[config.mk]
export PLATFORM = sky130hd
export DESIGN_NAME = ctp_timer
export DESIGN_NICKNAME = d
export VERILOG_FILES = /design/src/hw/ctp_pkg.sv /design/src/hw/ctp_timer.sv /design/src/hw/ctp_tick_gen.sv /design/src/hw/ctp_avalon_slave.sv
export SDC_FILE = /design/constraint.sdc
export NUM_CORES = 1
export LEC_CHECK = 0
export BUFFER_PORTS_ARGS = -buffer_cell sky130_fd_sc_hd__buf_2
export CORE_AREA = 10 10 108 159
export DETAILED_ROUTE_END_ITERATION = 10
export DIE_AREA = 0 0 118 169
export PLACE_DENSITY = 0.46
export SLEW_MARGIN = 20
export SYNTH_ARGS = -nofsm -noshare
export SYNTH_HDL_FRONTEND = slang
export SYNTH_HIERARCHICAL = 1
export SYNTH_SLANG_ARGS = --single-unit
[constraint.sdc]
create_clock -name core_clk -period 2.9 [get_ports core_clk]
set_input_delay 0.29 -clock core_clk [delete_from_list [all_inputs] [get_ports core_clk]]
set_output_delay 0.29 -clock core_clk [all_outputs]
set_load 0.05 [all_outputs]
[src/hw/ctp_pkg.sv]
// Purpose: shared constants and types for the compact timer
// Assumes: registers are 8 bits wide, one per aligned 32-bit word
// Notes: byte addresses are multiples of four
package ctp_pkg;
  localparam logic [3:0] ADDR_CONTROL_ZERO = 4'h0;
  localparam logic [3:0] ADDR_CONTROL_ONE = 4'h1;
  localparam logic [3:0] ADDR_COUNT_LOW = 4'h2;
  localparam logic [3:0] ADDR_COUNT_HIGH = 4'h3;
  localparam logic [3:0] ADDR_CMPA_LOW = 4'h4;
  localparam logic [3:0] ADDR_CMPA_HIGH = 4'h5;
  localparam logic [3:0] ADDR_FLAGS = 4'h6;
  localparam logic [7:0] REG_RESET = 8'h00;
  localparam logic [9:0] COUNT_MAX = 10'h3ff;
  localparam logic [2:0] CKS_SYS_DIV4 = 3'h0;
  localparam logic [2:0] CKS_SYS = 3'h1;
  localparam logic [2:0] CKS_HIGH_DIV16 = 3'h2;
  localparam logic [2:0] CKS_HIGH_DIV64 = 3'h3;
  localparam logic [2:0] CKS_SUB_A = 3'h4;
  localparam logic [2:0] CKS_SUB_B = 3'h5;
  localparam logic [2:0] CKS_PIN_RISE = 3'h6;
  localparam logic [2:0] CKS_PIN_FALL = 3'h7;
  localparam logic [5:0] DIV_SYS4 = 6'h03;
  localparam logic [5:0] DIV_HIGH16 = 6'h0f;
  localparam logic [5:0] DIV_HIGH64 = 6'h3f;
  localparam logic [1:0] PF_NONE = 2'h0;
  localparam logic [1:0] PF_LOW = 2'h1;
  localparam logic [1:0] PF_HIGH = 2'h2;
  localparam logic [1:0] PF_TOGGLE = 2'h3;
  typedef enum logic [1:0] {
    CTP_MODE_COMPARE = 2'b00,
    CTP_MODE_UNDEF = 2'b01,
    CTP_MODE_PWM = 2'b10,
    CTP_MODE_TIMER = 2'b11
  } ctp_mode_e;
  typedef struct packed {
    logic counter_pause;
    logic [2:0] clock_select;
    logic timer_enable;
    logic [2:0] period_p_value;
  } ctp_ctrl0_s;
  typedef struct packed {
    ctp_mode_e mode;
    logic [1:0] pin_function;
    logic output_initial_level;
    logic output_invert;
    logic duty_period_swap;
    logic clear_source_select;
  } ctp_ctrl1_s;
endpackage

[src/hw/ctp_timer.sv]
// Purpose: compact 10-bit timer with compare, timer and PWM modes
// Assumes: Avalon-MM register access, one core clock, counter ticks as enables
// Notes: flags are sticky and cleared by writing one to the flag register
`timescale 1ns/1ps
`default_nettype none
module ctp_timer (
  input wire logic core_clk,
  input wire logic rst_n,
  input wire logic clk_en,
  input wire logic [5:0] avs_address,
  input wire logic avs_read,
  input wire logic avs_write,
  input wire logic [3:0] avs_byteenable,
  input wire logic [31:0] avs_writedata,
  output logic [31:0] avs_readdata,
  output logic avs_waitrequest,
  input wire logic high_clk_tick,
  input wire logic sub_clk_tick,
  input wire logic ext_clk_pin,
  output logic timer_out,
  output logic timer_out_oe,
  output logic match_a_flag,
  output logic match_p_flag
);
  ctp_pkg::ctp_ctrl0_s ctrl0;
  ctp_pkg::ctp_ctrl1_s ctrl1;
  logic [9:0] compare_a_value;
  logic [9:0] count;
  logic enable_last;
  logic pin_level;
  logic count_tick;
  logic acc_fire;
  logic acc_write;
  logic acc_valid;
  logic [3:0] acc_index;
  logic wr;
  logic enable_rise;
  logic a_hit;
  logic p_hit;
  logic at_max;
  logic clear_now;
  logic a_event;
  logic p_event;
  logic [10:0] pwm_period;
  logic [10:0] pwm_duty;
  logic pwm_active;
  logic pwm_level;
  logic pwm_mode;
  logic [7:0] next_readdata;

  // size a P field into clocks, zero standing for the full range
  function automatic logic [10:0] p_span(input logic [2:0] p);
    p_span = (p == 3'h0) ? 11'h400 : {1'b0, p, 7'h00};
  endfunction

  ctp_tick_gen u_tick (
    .core_clk(core_clk),
    .rst_n(rst_n),
    .clk_en(clk_en),
    .clock_select(ctrl0.clock_select),
    .high_clk_tick(high_clk_tick),
    .sub_clk_tick(sub_clk_tick),
    .ext_clk_pin(ext_clk_pin),
    .count_tick(count_tick)
  );

  ctp_avalon_slave u_bus (
    .core_clk(core_clk),
    .rst_n(rst_n),
    .clk_en(clk_en),
    .avs_address(avs_address),
    .avs_read(avs_read),
    .avs_write(avs_write),
    .avs_byteenable(avs_byteenable),
    .avs_waitrequest(avs_waitrequest),
    .acc_fire(acc_fire),
    .acc_write(acc_write),
    .acc_valid(acc_valid),
    .acc_index(acc_index)
  );

  assign wr = acc_fire && acc_write && acc_valid;
  assign enable_rise = ctrl0.timer_enable && !enable_last;
  assign pwm_mode = (ctrl1.mode == ctp_pkg::CTP_MODE_PWM);

  // comparators, evaluated on a counter tick
  assign a_hit = (count == compare_a_value) && (compare_a_value != 10'h000);
  assign p_hit = (count[9:7] == ctrl0.period_p_value) &&
                 (ctrl0.period_p_value != 3'h0) && (count[6:0] == 7'h00)
                 && (count != 10'h000);
  assign at_max = (count == ctp_pkg::COUNT_MAX);

  // match events and the clear decision per mode
  always_comb begin
    a_event = 1'b0;
    p_event = 1'b0;
    clear_now = 1'b0;
    if (pwm_mode) begin
      a_event = a_hit;
      p_event = p_hit || (at_max && ctrl0.period_p_value == 3'h0);
      if (ctrl1.duty_period_swap) begin
        clear_now = a_hit || at_max;
      end else begin
        clear_now = p_event;
      end
    end else if (ctrl1.clear_source_select) begin
      a_event = a_hit;
      clear_now = a_hit || at_max;
    end else begin
      a_event = a_hit;
      p_event = p_hit || (at_max && ctrl0.period_p_value == 3'h0);
      clear_now = p_event;
    end
  end

  // counter: zero on enable rise, hold when off or paused
  always_ff @(posedge core_clk or negedge rst_n) begin
    if (!rst_n) begin
      count <= 10'h000;
      enable_last <= 1'b0;
    end else if (clk_en) begin
      enable_last <= ctrl0.timer_enable;
      if (enable_rise) begin
        count <= 10'h000;
      end else if (ctrl0.timer_enable && !ctrl0.counter_pause && count_tick) begin
        if (clear_now) begin
          count <= 10'h000;
        end else begin
          count <= count + 10'h001;
        end
      end
    end
  end

  // flag events only count while the counter is advancing
  logic tick_live;
  assign tick_live = ctrl0.timer_enable && !ctrl0.counter_pause
                     && count_tick && !enable_rise;

  // sticky flags: a new event wins over a software clear
  always_ff @(posedge core_clk or negedge rst_n) begin
    if (!rst_n) begin
      match_a_flag <= 1'b0;
      match_p_flag <= 1'b0;
    end else if (clk_en) begin
      if (tick_live && a_event) begin
        match_a_flag <= 1'b1;
      end else if (wr && acc_index == ctp_pkg::ADDR_FLAGS && avs_writedata[0]) begin
        match_a_flag <= 1'b0;
      end
      if (tick_live && p_event) begin
        match_p_flag <= 1'b1;
      end else if (wr && acc_index == ctp_pkg::ADDR_FLAGS && avs_writedata[1]) begin
        match_p_flag <= 1'b0;
      end
    end
  end

  // control and compare registers
  always_ff @(posedge core_clk or negedge rst_n) begin
    if (!rst_n) begin
      ctrl0 <= ctp_pkg::REG_RESET;
      ctrl1 <= ctp_pkg::REG_RESET;
      compare_a_value <= 10'h000;
    end else if (clk_en && wr) begin
      case (acc_index)
        ctp_pkg::ADDR_CONTROL_ZERO: ctrl0 <= avs_writedata[7:0];
        ctp_pkg::ADDR_CONTROL_ONE: ctrl1 <= avs_writedata[7:0];
        ctp_pkg::ADDR_CMPA_LOW: compare_a_value[7:0] <= avs_writedata[7:0];
        ctp_pkg::ADDR_CMPA_HIGH: compare_a_value[9:8] <= avs_writedata[1:0];
        default: ;
      endcase
    end
  end

  // PWM period and duty selection
  always_comb begin
    if (ctrl1.duty_period_swap) begin
      pwm_period = {1'b0, compare_a_value};
      pwm_duty = p_span(ctrl0.period_p_value);
    end else begin
      pwm_period = p_span(ctrl0.period_p_value);
      pwm_duty = {1'b0, compare_a_value};
    end
  end
  assign pwm_active = (pwm_duty >= pwm_period) ||
                      ({1'b0, count} < pwm_duty);

  // PWM level from the pin function code, before polarity and inversion
  always_comb begin
    case (ctrl1.pin_function)
      ctp_pkg::PF_NONE: pwm_level = 1'b0;
      ctp_pkg::PF_LOW: pwm_level = 1'b1;
      ctp_pkg::PF_HIGH: pwm_level = pwm_active;
      default: pwm_level = 1'b0;
    endcase
  end

  // compare-mode pin state
  always_ff @(posedge core_clk or negedge rst_n) begin
    if (!rst_n) begin
      pin_level <= 1'b0;
    end else if (clk_en) begin
      if (enable_rise) begin
        pin_level <= ctrl1.output_initial_level;
      end else if (ctrl1.mode == ctp_pkg::CTP_MODE_COMPARE
                   && tick_live && a_event) begin
        case (ctrl1.pin_function)
          ctp_pkg::PF_LOW: pin_level <= 1'b0;
          ctp_pkg::PF_HIGH: pin_level <= 1'b1;
          ctp_pkg::PF_TOGGLE: pin_level <= !pin_level;
          default: pin_level <= pin_level;
        endcase
      end
    end
  end

  // registered pin drive
  always_ff @(posedge core_clk or negedge rst_n) begin
    if (!rst_n) begin
      timer_out <= 1'b0;
      timer_out_oe <= 1'b0;
    end else if (clk_en) begin
      timer_out_oe <= (ctrl1.mode == ctp_pkg::CTP_MODE_COMPARE) || pwm_mode;
      if (pwm_mode) begin
        timer_out <= (pwm_level ~^ ctrl1.output_initial_level)
                     ^ ctrl1.output_invert;
      end else begin
        timer_out <= pin_level ^ ctrl1.output_invert;
      end
    end
  end

  // read mux
  always_comb begin
    case (acc_index)
      ctp_pkg::ADDR_CONTROL_ZERO: next_readdata = ctrl0;
      ctp_pkg::ADDR_CONTROL_ONE: next_readdata = ctrl1;
      ctp_pkg::ADDR_COUNT_LOW: next_readdata = count[7:0];
      ctp_pkg::ADDR_COUNT_HIGH: next_readdata = {6'h00, count[9:8]};
      ctp_pkg::ADDR_CMPA_LOW: next_readdata = compare_a_value[7:0];
      ctp_pkg::ADDR_CMPA_HIGH: next_readdata = {6'h00, compare_a_value[9:8]};
      ctp_pkg::ADDR_FLAGS: next_readdata = {6'h00, match_p_flag, match_a_flag};
      default: next_readdata = 8'h00;
    endcase
    if (!acc_valid) begin
      next_readdata = 8'h00;
    end
  end

  // read data registered as the access completes
  always_ff @(posedge core_clk or negedge rst_n) begin
    if (!rst_n) begin
      avs_readdata <= 32'h0000_0000;
    end else if (clk_en && avs_waitrequest && avs_read) begin
      avs_readdata <= {24'h000000, next_readdata};
    end
  end
endmodule
`default_nettype wire

[src/hw/ctp_tick_gen.sv]
// Purpose: counter clock enable generation for the compact timer
// Assumes: high and sub clocks arrive as enables on core_clk
// Notes: external pin is synchronised here by two flip-flops
`timescale 1ns/1ps
`default_nettype none
module ctp_tick_gen (
  input wire logic core_clk,
  input wire logic rst_n,
  input wire logic clk_en,
  input wire logic [2:0] clock_select,
  input wire logic high_clk_tick,
  input wire logic sub_clk_tick,
  input wire logic ext_clk_pin,
  output logic count_tick
);
  logic [5:0] sys_div;
  logic [5:0] high_div;
  logic [1:0] pin_sync;
  logic pin_last;
  // free-running prescalers
  always_ff @(posedge core_clk or negedge rst_n) begin
    if (!rst_n) begin
      sys_div <= 6'h00;
      high_div <= 6'h00;
    end else if (clk_en) begin
      sys_div <= sys_div + 6'h01;
      if (high_clk_tick) begin
        high_div <= high_div + 6'h01;
      end
    end
  end
  // two-stage synchroniser then edge memory
  always_ff @(posedge core_clk or negedge rst_n) begin
    if (!rst_n) begin
      pin_sync <= 2'b00;
      pin_last <= 1'b0;
    end else if (clk_en) begin
      pin_sync <= {pin_sync[0], ext_clk_pin};
      pin_last <= pin_sync[1];
    end
  end
  // source selection
  always_comb begin
    case (clock_select)
      ctp_pkg::CKS_SYS_DIV4: count_tick = (sys_div[1:0] == ctp_pkg::DIV_SYS4[1:0]);
      ctp_pkg::CKS_SYS: count_tick = 1'b1;
      ctp_pkg::CKS_HIGH_DIV16:
        count_tick = high_clk_tick && (high_div[3:0] == ctp_pkg::DIV_HIGH16[3:0]);
      ctp_pkg::CKS_HIGH_DIV64:
        count_tick = high_clk_tick && (high_div == ctp_pkg::DIV_HIGH64);
      ctp_pkg::CKS_SUB_A: count_tick = sub_clk_tick;
      ctp_pkg::CKS_SUB_B: count_tick = sub_clk_tick;
      ctp_pkg::CKS_PIN_RISE: count_tick = pin_sync[1] && !pin_last;
      ctp_pkg::CKS_PIN_FALL: count_tick = !pin_sync[1] && pin_last;
      default: count_tick = 1'b0;
    endcase
  end
endmodule
`default_nettype wire

[src/hw/ctp_avalon_slave.sv]
// Purpose: Avalon-MM slave front end for the compact timer registers
// Assumes: one-cycle waitrequest on every access
// Notes: unmapped reads return zero, unmapped writes are dropped
`timescale 1ns/1ps
`default_nettype none
module ctp_avalon_slave (
  input wire logic core_clk,
  input wire logic rst_n,
  input wire logic clk_en,
  input wire logic [5:0] avs_address,
  input wire logic avs_read,
  input wire logic avs_write,
  input wire logic [3:0] avs_byteenable,
  output logic avs_waitrequest,
  output logic acc_fire,
  output logic acc_write,
  output logic acc_valid,
  output logic [3:0] acc_index
);
  logic done;
  // waitrequest drops for one cycle after a request is seen
  always_ff @(posedge core_clk or negedge rst_n) begin
    if (!rst_n) begin
      done <= 1'b0;
    end else if (clk_en) begin
      done <= (avs_read || avs_write) && !done;
    end
  end
  assign avs_waitrequest = !done;
  assign acc_fire = done && clk_en && (avs_read || avs_write);
  assign acc_write = avs_write && avs_byteenable[0];
  assign acc_index = avs_address[5:2];
  assign acc_valid = (avs_address[1:0] == 2'b00) &&
                     (avs_address[5:2] <= ctp_pkg::ADDR_FLAGS);
endmodule
`default_nettype wire

==> impl_metrics.yaml, run 1 <==
status:
  status: "completed"
detailed_routing:
  drc: 0
  wl_per_cell_um: 17.8
  drtIter0Drc: 135
  drt_pre_antenna_iters: 4
  vias: 3225
  wirelength_mm: 11.9
  avgViaCountPerCell: 4.84
  ant_nets: 0
hold_path:
  min_from: "ext_clk_pin"
  hold_depth: 2
  hold_path_class: "input pin to flop"
pwr:
  finalPower_mw: 2.49
  p_leak_nw: 2.19
  max-vdd-ir-drop_v: 0.000292
  p_per_area_nw_per_um2: 521
layout:
  area_growth_pct: 13.0
  post-route-cell-area_um2: 4770
  layout.nets: 535
  drive_gt1_share_pct: 22.8
  final_util_pct: 33.3
  diodes: 0
clock_network:
  cts_inserted_buffers: 9
  clock_path_buffers: 2
  ctsResizeCount: 0
  cts_setup_buffers: 0
  clock-root-buffer: "clkbuf_16"
  clk_latency_ps: 330
  cts_tree: "built"
  path_clk_slew_ps: 60
  ctsHtreeMaxLevel: 3
  cts_sinks: 62
global_routing:
  gr-total-overflow: 0
  antenna_found_initial: 0
  grt_pass1_wl_mm: 18.8
  grt_pass1_vias: 3420
  grt_max_degree: 29
  grt_use_total_pct: 12.0
synthesis:
  synth-seq-cells: 62
  synth.distinct_cells: 62
  async_flop_share_pct: 100
  netlist_area_um2: 4220
  syn_area_per_cell_um2: 9.71
  synth-main-ff-cell: "dfrtp_1"
  ys_seq_area_share_pct: 36.7
  syn_inst: 435
  yosys_warnings: 6
  synth-edff-count: 0
run:
  cap_violations: 0
placement:
  hpwl_mm: 9.14
  place_worst_setup_slack_ps: 593
  place_congestion: 0.811
  place_area_um2: 4460
  io_buffers: 35
floorplan:
  core_area_um2: 14300
  die-area_um2: 19900
  die_w_um: 118
  fp.dieH_um: 169
  ios: 87
  rows: 54
  start_util_pct: 29.5
timing:
  report.final.hold_viol_count: 0
  rsz0062_at_grt: "no"
  max_freq_mhz: 444
  worst_slew_pin_slew_ps: 568
  min_period_ps: 2250
  tns_ps: 0
  setup_viol: 0
  drv_slew: 0
  slew_headroom_pct: 62.0
  worst_slack_ps: 646
  post-route-period-util_pct: 77.7
  finClkSkew_ps: 7.93
critical_path:
  timing.rr.start: "ctrl1[1]"
  required_ps: 3110
  cp-end-kind: "flop"
  r2r_cells: 10
  worstPathArrival_ps: 2470
  crit_type: "flop to flop"
  critPathLaunchType: "flop"
  setup.worst_path.start: "ctrl1[1]"
  critPathMaxFanout: 11
==> Yosys cell counts (4+ instances only) <==
library cell | instances | area (um^2)
mux2_2 | 28 | 315
nand4_1 | 7 | 43.8
mux2i_1 | 22 | 220
nor4_2 | 4 | 50.1
ha_1 | 19 | 238
xor2_1 | 14 | 123
nand2_1 | 39 | 146
dfrtp_1 | 62 | 1550
inv_1 | 19 | 71.3
nand3_1 | 13 | 65.1
nand2b_1 | 13 | 81.3
o22ai_1 | 5 | 31.3
a31oi_1 | 6 | 37.5
a21oi_1 | 12 | 60.1
nor2b_1 | 4 | 25.0
buf_2 | 6 | 30.0
a22oi_1 | 4 | 30.0
clkbuf_1 | 5 | 18.8
nor4b_1 | 4 | 35.0
o21bai_1 | 5 | 37.5
xnor2_1 | 5 | 43.8
o21ai_1 | 7 | 35.0
o21ai_0 | 21 | 105
nor2_1 | 20 | 75.1
nor3_1 | 8 | 40.0
buf_4 | 31 | 233
==> report_power, final <==
group	switching [mW]	total [mW]	internal, mW
Clock	0.392	1.10	0.708
Sequential	0.0661	1.01	0.941
Combinational	0.252	0.382	0.131
Total	0.710	2.49	1.78
==> final timing paths <==
check                                      to  slack (ps)
setup / recovery                    timer_out         650
hold / removal             u_tick/pin_sync[0]         190
setup reg to reg                    timer_out         650
hold reg to reg            u_tick/high_div[5]         470
max in group asynchronous            ctrl0[5]        1760
min in group asynchronous          u_bus/done         420
==> layer usage <==
metal | routed length (um) | up-vias | global-route usage, %
met5 | 0 | - | 0
met4 | 261 | 0 | 4.31
met3 | 543 | 17 | 3.00
met2 | 6480 | 80 | 22.5
met1 | 4580 | 1573 | 12.5
li1 | - | 1555 | -
==> sequential cells by signal, indices dropped and copies added (netlist names) <==
signal and count:
match_a_flag 1, match_p_flag 1, ctrl1 8, compare_a_value 10
enable_last 1, u_bus/done 1, avs_readdata 8, timer_out 1
u_tick/pin_last 1, u_tick/high_div 6, ctrl0 8, pin_level 1
timer_out_oe 1, u_tick/pin_sync 2, u_tick/sys_div 2, count 10
==> logic make-up after synthesis <==
| logic type | Yosys count | share of synthesized area, % |
|---|---|---|
| flops | 62 | 36.7 |
| mux | 51 | 13.2 |
| xor+xnor | 19 | 3.94 |
| other cells | 1 | 0.0888 |
| fa+ha+maj | 19 | 5.63 |
| compound gates | 82 | 12.7 |
| simple gates | 136 | 18.4 |
| buf+inv | 65 | 9.24 |
==> critical path, stage by stage, from the launching register on <==
cell and delay (ps):
dfrtp_1 540, nand2_1 140, o21a_1 150, inv_1 50, ha_1 310, a21o_1 180, a211oi_1 210, o21ai_0 120
a22oi_1 220, o21bai_1 140, nand3_1 80
==> layout make-up <==
class / instances / area, um^2
clock buffers: 12 / 256
clock inverters: 3 / 43.8
fillers: 1522 / 9550
inverters: 19 / 71.3
multi-input cells: 331 / 2370
flip-flops and latches: 62 / 1550
well taps: 196 / 245
repair buffers: 43 / 238
==> metrics by stage <==
stage               hold WS [ps]  std cells
floorplan                  -5.59        458
global placement             235        650
detailed placement           240        650
CTS                          185        666
global route                 189        666
finish                       193        666
==> placed cells by master, fill, tap and decap left out, drive strengths merged, types with 14 or more instances in the layout <==
| master | count |
|---|---|
| nand3 | 15 |
| xor2 | 14 |
| inv | 19 |
| o21ai | 29 |
| dfrtp | 62 |
| nand2 | 41 |
| ha | 19 |
| nand2b | 14 |
| mux2 | 28 |
| nor2 | 21 |
| a21oi | 14 |
| buf | 42 |
| conb | 24 |
| mux2i | 22 |
==> timing repair <==
item                       4_1_cts  5_1_grt
hold buffers                     1        0
setup endpoints to repair        0        0
hold endpoints to repair        15        0
No activity file was read; power rests on OpenSTA's default activity.
==> run 2, diff against run 1 <==
==> constraint.sdc (replaced) <==
create_clock -name core_clk -period 2.35 [get_ports core_clk]
set_input_delay 0.235 -clock core_clk [delete_from_list [all_inputs] [get_ports core_clk]]
set_output_delay 0.235 -clock core_clk [all_outputs]
set_load 0.05 [all_outputs]
==> impl_metrics.yaml, run 2 (synthesis results as in run 1) <==
status:
  status: "completed"
detailed_routing:
  drtIter0Drc: 194
  avgViaCountPerCell: 4.89
  wl_per_cell_um: 17.8
  ant_nets: 0
  wirelength_mm: 12.2
  vias: 3342
  drt_pre_antenna_iters: 6
  drc: 0
layout:
  drive_gt1_share_pct: 25.8
  multi_input_area_um2: 2370
  mostFrequentLayoutCells: "dfrtp_1, nand2_1, buf_2"
  layout.nets: 552
  reg_top3: "compare_a_value x10, count x10"
  area_growth_pct: 16.4
  final_util_pct: 34.3
  nFillCells: 1498
  diodes: 0
  post-route-cell-area_um2: 4910
  stdcell_count: 684
  final_common_cell: "dfrtp_1"
  regArea_um2: 1550
clock_network:
  clock_path_buffers: 2
  ctsHtreeMaxLevel: 3
  path_clk_slew_ps: 50
  cts_tree: "built"
  clock-root-buffer: "clkbuf_16"
  cts_inserted_buffers: 9
  cts_sinks: 62
  clk_latency_ps: 330
floorplan:
  fp.dieH_um: 169
  start_util_pct: 29.5
  die-area_um2: 19900
  rows: 54
  ios: 87
  core_area_um2: 14300
  die_w_um: 118
critical_path:
  worstPathArrival_ps: 2360
  path_buf_inv: 2
  critPathMaxStageDelay_ps: 460
  path_common_cell: "buf_4"
  critPathLaunchType: "flop"
  timing.rr.start: "ctrl1[1]"
  critPathMaxFanout: 11
  crit_path_top_delay_cell: "dfrtp_2"
  worstPathCellList: "buf_4 -> buf_4 -> nand2b_1 -> ha_1 -> nand4_1 -> a211oi_1 -> a221oi_1 -> a22oi_1 -> o21bai_1 -> nand3_1"
  crit_family: "compound AO/OA/AOI/OAI gates"
  required_ps: 2560
  crit_type: "flop to flop"
  setup.worst_path.start: "ctrl1[1]"
  cp-end-kind: "flop"
global_routing:
  antenna_found_initial: 0
  grt_pass1_wl_mm: 19.2
  grt_max_degree: 37
  grt_use_total_pct: 12.3
  grt_pass1_vias: 3532
  gr-total-overflow: 0
timing:
  max_freq_mhz: 467
  slew_headroom_pct: 53.2
  drv_slew: 0
  worst_slew_pin_slew_ps: 701
  worst_slack_ps: 208
  min_period_ps: 2140
  finClkSkew_ps: 4.58
  post-route-period-util_pct: 91.2
  setup_viol: 0
  tns_ps: 0
  rsz0062_at_grt: "no"
  report.final.hold_viol_count: 0
placement:
  io_buffers: 35
  place_inst: 664
  hpwl_mm: 9.36
  place_worst_setup_slack_ps: 142
  place_congestion: 0.898
  place_area_um2: 4590
pwr:
  p_leak_nw: 2.28
  max-vdd-ir-drop_v: 0.000471
  p_per_area_nw_per_um2: 608
run:
  cap_violations: 0
hold_path:
  min_from: "ext_clk_pin"
  hold_path_class: "input pin to flop"
## run 2: final timing paths
check | to | slack, ps | cells after the start
max | timer_out | 210 | 10
min | u_tick/pin_sync[0] | 140 | 2
max reg2reg | timer_out | 210 | 10
min reg2reg | u_tick/sys_div[0] | 470 | 1
max in group asynchronous | ctrl1[1] | 1210 | 3
min in group asynchronous | u_bus/done | 480 | 2
## run 2: worst reg2reg max path, cell delays in order, from the launching register on
cell      delay (ps)
dfrtp_2          460
buf_4            190
buf_4            140
nand2b_1         130
ha_1             300
nand4_1           80
a211oi_1         180
a221oi_1         120
a22oi_1          200
o21bai_1         140
nand3_1           80
## run 2: through the flow
stage	power, mW	hold WS, ps
6_report	2.99	139
5_1_grt	3.14	148
4_1_cts	3.03	135
3_5_place_dp	1.74	316
3_3_place_gp	1.73	313
2_1_floorplan	1.62	-60.6
## run 2: per-layer routing
layer	vias up	part of all wire, %	GRT usage (%)
li1	1593	-	-
met1	1637	39	12.5
met2	82	53	22.5
met3	30	3.9	2.60
met4	0	4.3	7.50
met5	-	0	0
## run 2: where the power goes
group | switching (mW) | internal [mW]
logic | 0.308 | 0.167
clock network | 0.473 | 0.796
registers | 0.0830 | 1.16
total | 0.865 | 2.12
## run 2: final cells by class
cell class                 count  share of cell area [%]
multi-input combinational    331                    48.2
clock buffer                  13                    5.50
inverter                      19                    1.45
timing repair buffer          60                    7.94
clock inverter                 3                   0.356
tap                          196                    4.99
sequential                    62                    31.6
## run 2: repair_timing
| action | in CTS | in global routing |
|---|---|---|
| gates resized for setup | 0 | 1 |
| hold buffers | 1 | 0 |
| hold endpoints to repair | 26 | 0 |
| endpoints found under the setup margin | 0 | 1 |
| setup buffers | 0 | 3 |
==> run 3, diff against run 2 <==
--- a/config.mk
+++ b/config.mk
@@ -5,10 +5,11 @@
 export SDC_FILE = /design/constraint.sdc
 export NUM_CORES = 1
 export LEC_CHECK = 0
+export ABC_AREA = 1
 export BUFFER_PORTS_ARGS = -buffer_cell sky130_fd_sc_hd__buf_2
-export CORE_AREA = 10 10 108 159
+export CORE_AREA = 10 10 106 156
 export DETAILED_ROUTE_END_ITERATION = 10
-export DIE_AREA = 0 0 118 169
+export DIE_AREA = 0 0 116 166
 export PLACE_DENSITY = 0.46
 export SLEW_MARGIN = 20
 export SYNTH_ARGS = -nofsm -noshare
==> impl_metrics.yaml, run 3 <==
detailed_routing:
  drt_pre_antenna_iters: 5
  drtIter0Drc: 188
  avgViaCountPerCell: 4.87
  drc: 0
  wirelength_mm: 13.0
  vias: 3757
  ant_nets: 0
  wl_per_cell_um: 16.8
clock_network:
  clk_latency_ps: 340
  path_clk_slew_ps: 50
  cts_inserted_buffers: 9
  ctsHtreeMaxLevel: 3
  clock_path_buffers: 2
  cts_sinks: 62
  cts_tree: "built"
  clock-root-buffer: "clkbuf_16"
layout:
  layout.nets: 671
  stdcell_count: 771
  final_common_cell: "nand2_1"
  diodes: 0
  area_growth_pct: 20.4
  reg_top3: "compare_a_value x10, count x10"
  drive_gt1_share_pct: 17.5
  mostFrequentLayoutCells: "nand2_1, inv_1, dfrtp_1"
  final_util_pct: 35.2
  nFillCells: 1470
critical_path:
  worstPathArrival_ps: 2500
  reg2reg_slack_ps: 70
  cp-end-kind: "flop"
  reg2reg_to: "timer_out"
  critPathMaxStageDelay_ps: 410
  required_ps: 2570
  crit_family: "simple AND/OR/NAND/NOR gates"
  worstPathCellList: "buf_6 -> nand2_1 -> o21ai_0 -> ha_1 -> a21oi_1 -> nor2_1 -> nor2_1 -> nand2_1 -> nor2_1 -> nand2_2 -> nand2_2 -> nand2_2 -> nand2_2 -> nand2_1 -> nand3_1 -> nand3_1 -> nand3_1 -> nand2_1"
  r2r_cells: 18
  critPathMaxFanout: 5
  path_buf_inv: 1
  timing.rr.start: "ctrl1[1]"
  critPathLaunchType: "flop"
  crit_type: "flop to flop"
  crit_path_top_delay_cell: "dfrtp_1"
placement:
  hpwl_mm: 10.4
  place_worst_setup_slack_ps: -14.3
  io_buffers: 35
  place_congestion: 0.914
  place_inst: 753
timing:
  tns_ps: 0
  slew_headroom_pct: 63.3
  post-route-period-util_pct: 96.8
  max_freq_mhz: 440
  rsz0062_at_grt: "yes"
  holdWs_ps: 132
  worst_slack_ps: 74.9
  drv_slew: 0
  finClkSkew_ps: 10.7
  min_period_ps: 2280
  worst_slew_pin_slew_ps: 550
  report.final.hold_viol_count: 0
  setup_viol: 0
pwr:
  switching_share_pct: 28.4
  power_switching_mw: 0.907
  max-vdd-ir-drop_v: 0.000330
  pwr-share-clk_pct: 46.1
  p_leak_nw: 2.39
  p_per_area_nw_per_um2: 658
  intPower_mw: 2.29
  pwr-share-seq_pct: 39.1
  p_comb_share_pct: 14.9
synthesis:
  synth_mux_area_share_pct: 0.837
  yosys.area.top_type: "dfrtp_1"
  synth_compound_area_share_pct: 13.9
  synth-edff-count: 0
  yosysMostFrequentCell: "nand2_1"
  yosysTopAreaCellShare_pct: 38.4
  synth-simple-area-share_pct: 25.0
  yosys_warnings: 6
  yosys.area_share.xor_xnor_pct: 2.82
  ys_seq_area_share_pct: 38.4
  synth-main-ff-cell: "dfrtp_1"
  synth_top_family_by_area: "simple AND/OR/NAND/NOR gates"
  async_flop_share_pct: 100
  netlist_area_um2: 4040
  synth_commonest_cells: "nand2_1, inv_1, dfrtp_1"
  synth-seq-cells: 62
  syn_inst: 541
  synthAdderAreaFrac_pct: 5.89
  synth_area_leaders: "dfrtp_1, nand2_1, o21ai_0"
  syn_area_per_cell_um2: 7.46
  synth.distinct_cells: 35
floorplan:
  core_area_um2: 13800
  start_util_pct: 29.3
  die-area_um2: 19300
  rows: 53
  ios: 87
  die_w_um: 116
  fp.dieH_um: 166
global_routing:
  grt_pass1_vias: 3759
  top_usage_layer: "met2"
  use_met1_pct: 12.9
  grt_max_degree: 24
  grt_pass1_wl_mm: 20.1
  gr-total-overflow: 0
  grtUsageMet2_pct: 25.1
  grt_use_met3_pct: 2.46
  grt_use_total_pct: 13.6
  antenna_found_initial: 0
hold_path:
  holdPathEnd: "u_tick/pin_sync[0]"
  min_from: "ext_clk_pin"
  hold_path_class: "input pin to flop"
  hold_depth: 2
status:
  status: "completed"
run:
  cap_violations: 0
==> run 3: cell types whose count changed in the layout (fill, tap and decap cells not counted), sizes merged, moves of 5 or more <==
cell / change
a221oi: +5
nor3: -11
nand2: +105
nor2: +17
o22ai: +12
o21ai: +29
nand2b: -14
mux2: -25
xor2: -6
inv: +57
nand3: +13
o21bai: -5
mux2i: -22
==> run 3: cells by family after synthesis <==
family                     count (synthesis)
and+or+nand+nor                          233
buffers and inverters                    110
AOI/OAI and AO/OA                        100
DFF                                       62
adders and majority gates                 19
xor gates and xnor gates                  13
muxes                                      3
other                                      1
==> run 3: area by class of cell <==
type                            instances  area [um^2]  share of cell area (%)
Clock buffer                           11          253                    5.20
Timing Repair Buffer                   61          392                    8.06
Sequential cell                        62         1550                    32.0
Multi-Input combinational cell        392         2100                    43.2
Clock inverter                          4         70.1                    1.44
Inverter                               76          285                    5.87
Tap cell                              165          206                    4.25
==> run 3: metrics by stage <==
| step | total power [mW] | cell area (um^2) |
|---|---|---|
| after floorplan | 1.63 | 4120 |
| after global placement | 1.73 | 4440 |
| after detailed placement | 1.74 | 4440 |
| after CTS | 3.21 | 4780 |
| after global routing | 3.33 | 4860 |
| final | 3.20 | 4860 |
==> run 3: power groups by stage <==
stage,registers (mW),clock network (mW),logic [mW]
after global routing,1.26,1.53,0.536
after floorplan,1.25,0,0.373
final,1.25,1.47,0.475
after CTS,1.25,1.49,0.477
after detailed placement,1.27,0,0.472
after global placement,1.26,0,0.464
==> run 3: worst max-delay path by stage <==
stage	startpoint	end	slack, ps	depth (start not counted)
global route	ctrl1[1]	timer_out	-100	18
detailed placement	ctrl1[1]	timer_out	-10	18
CTS	ctrl1[1]	timer_out	20	19
finish	ctrl1[1]	timer_out	70	18
floorplan	ctrl1[1]	timer_out	190	18
global placement	ctrl1[1]	timer_out	-0.7	17
==> run 3: metal layers <==
metal,routed length (um),share of wire [%]
met1,4730,36
met2,7000,54
met3,502,3.9
met4,753,5.8
met5,0,0
==> run 3: timing repair <==
action                                 CTS  global route
cloned                                   0             1
gates resized for setup                  3            25
setup buffers                            0             1
pin swaps                                0            13
endpoints found under the hold margin   21             0
setup endpoints to repair                1             9
hold buffers                             1             0
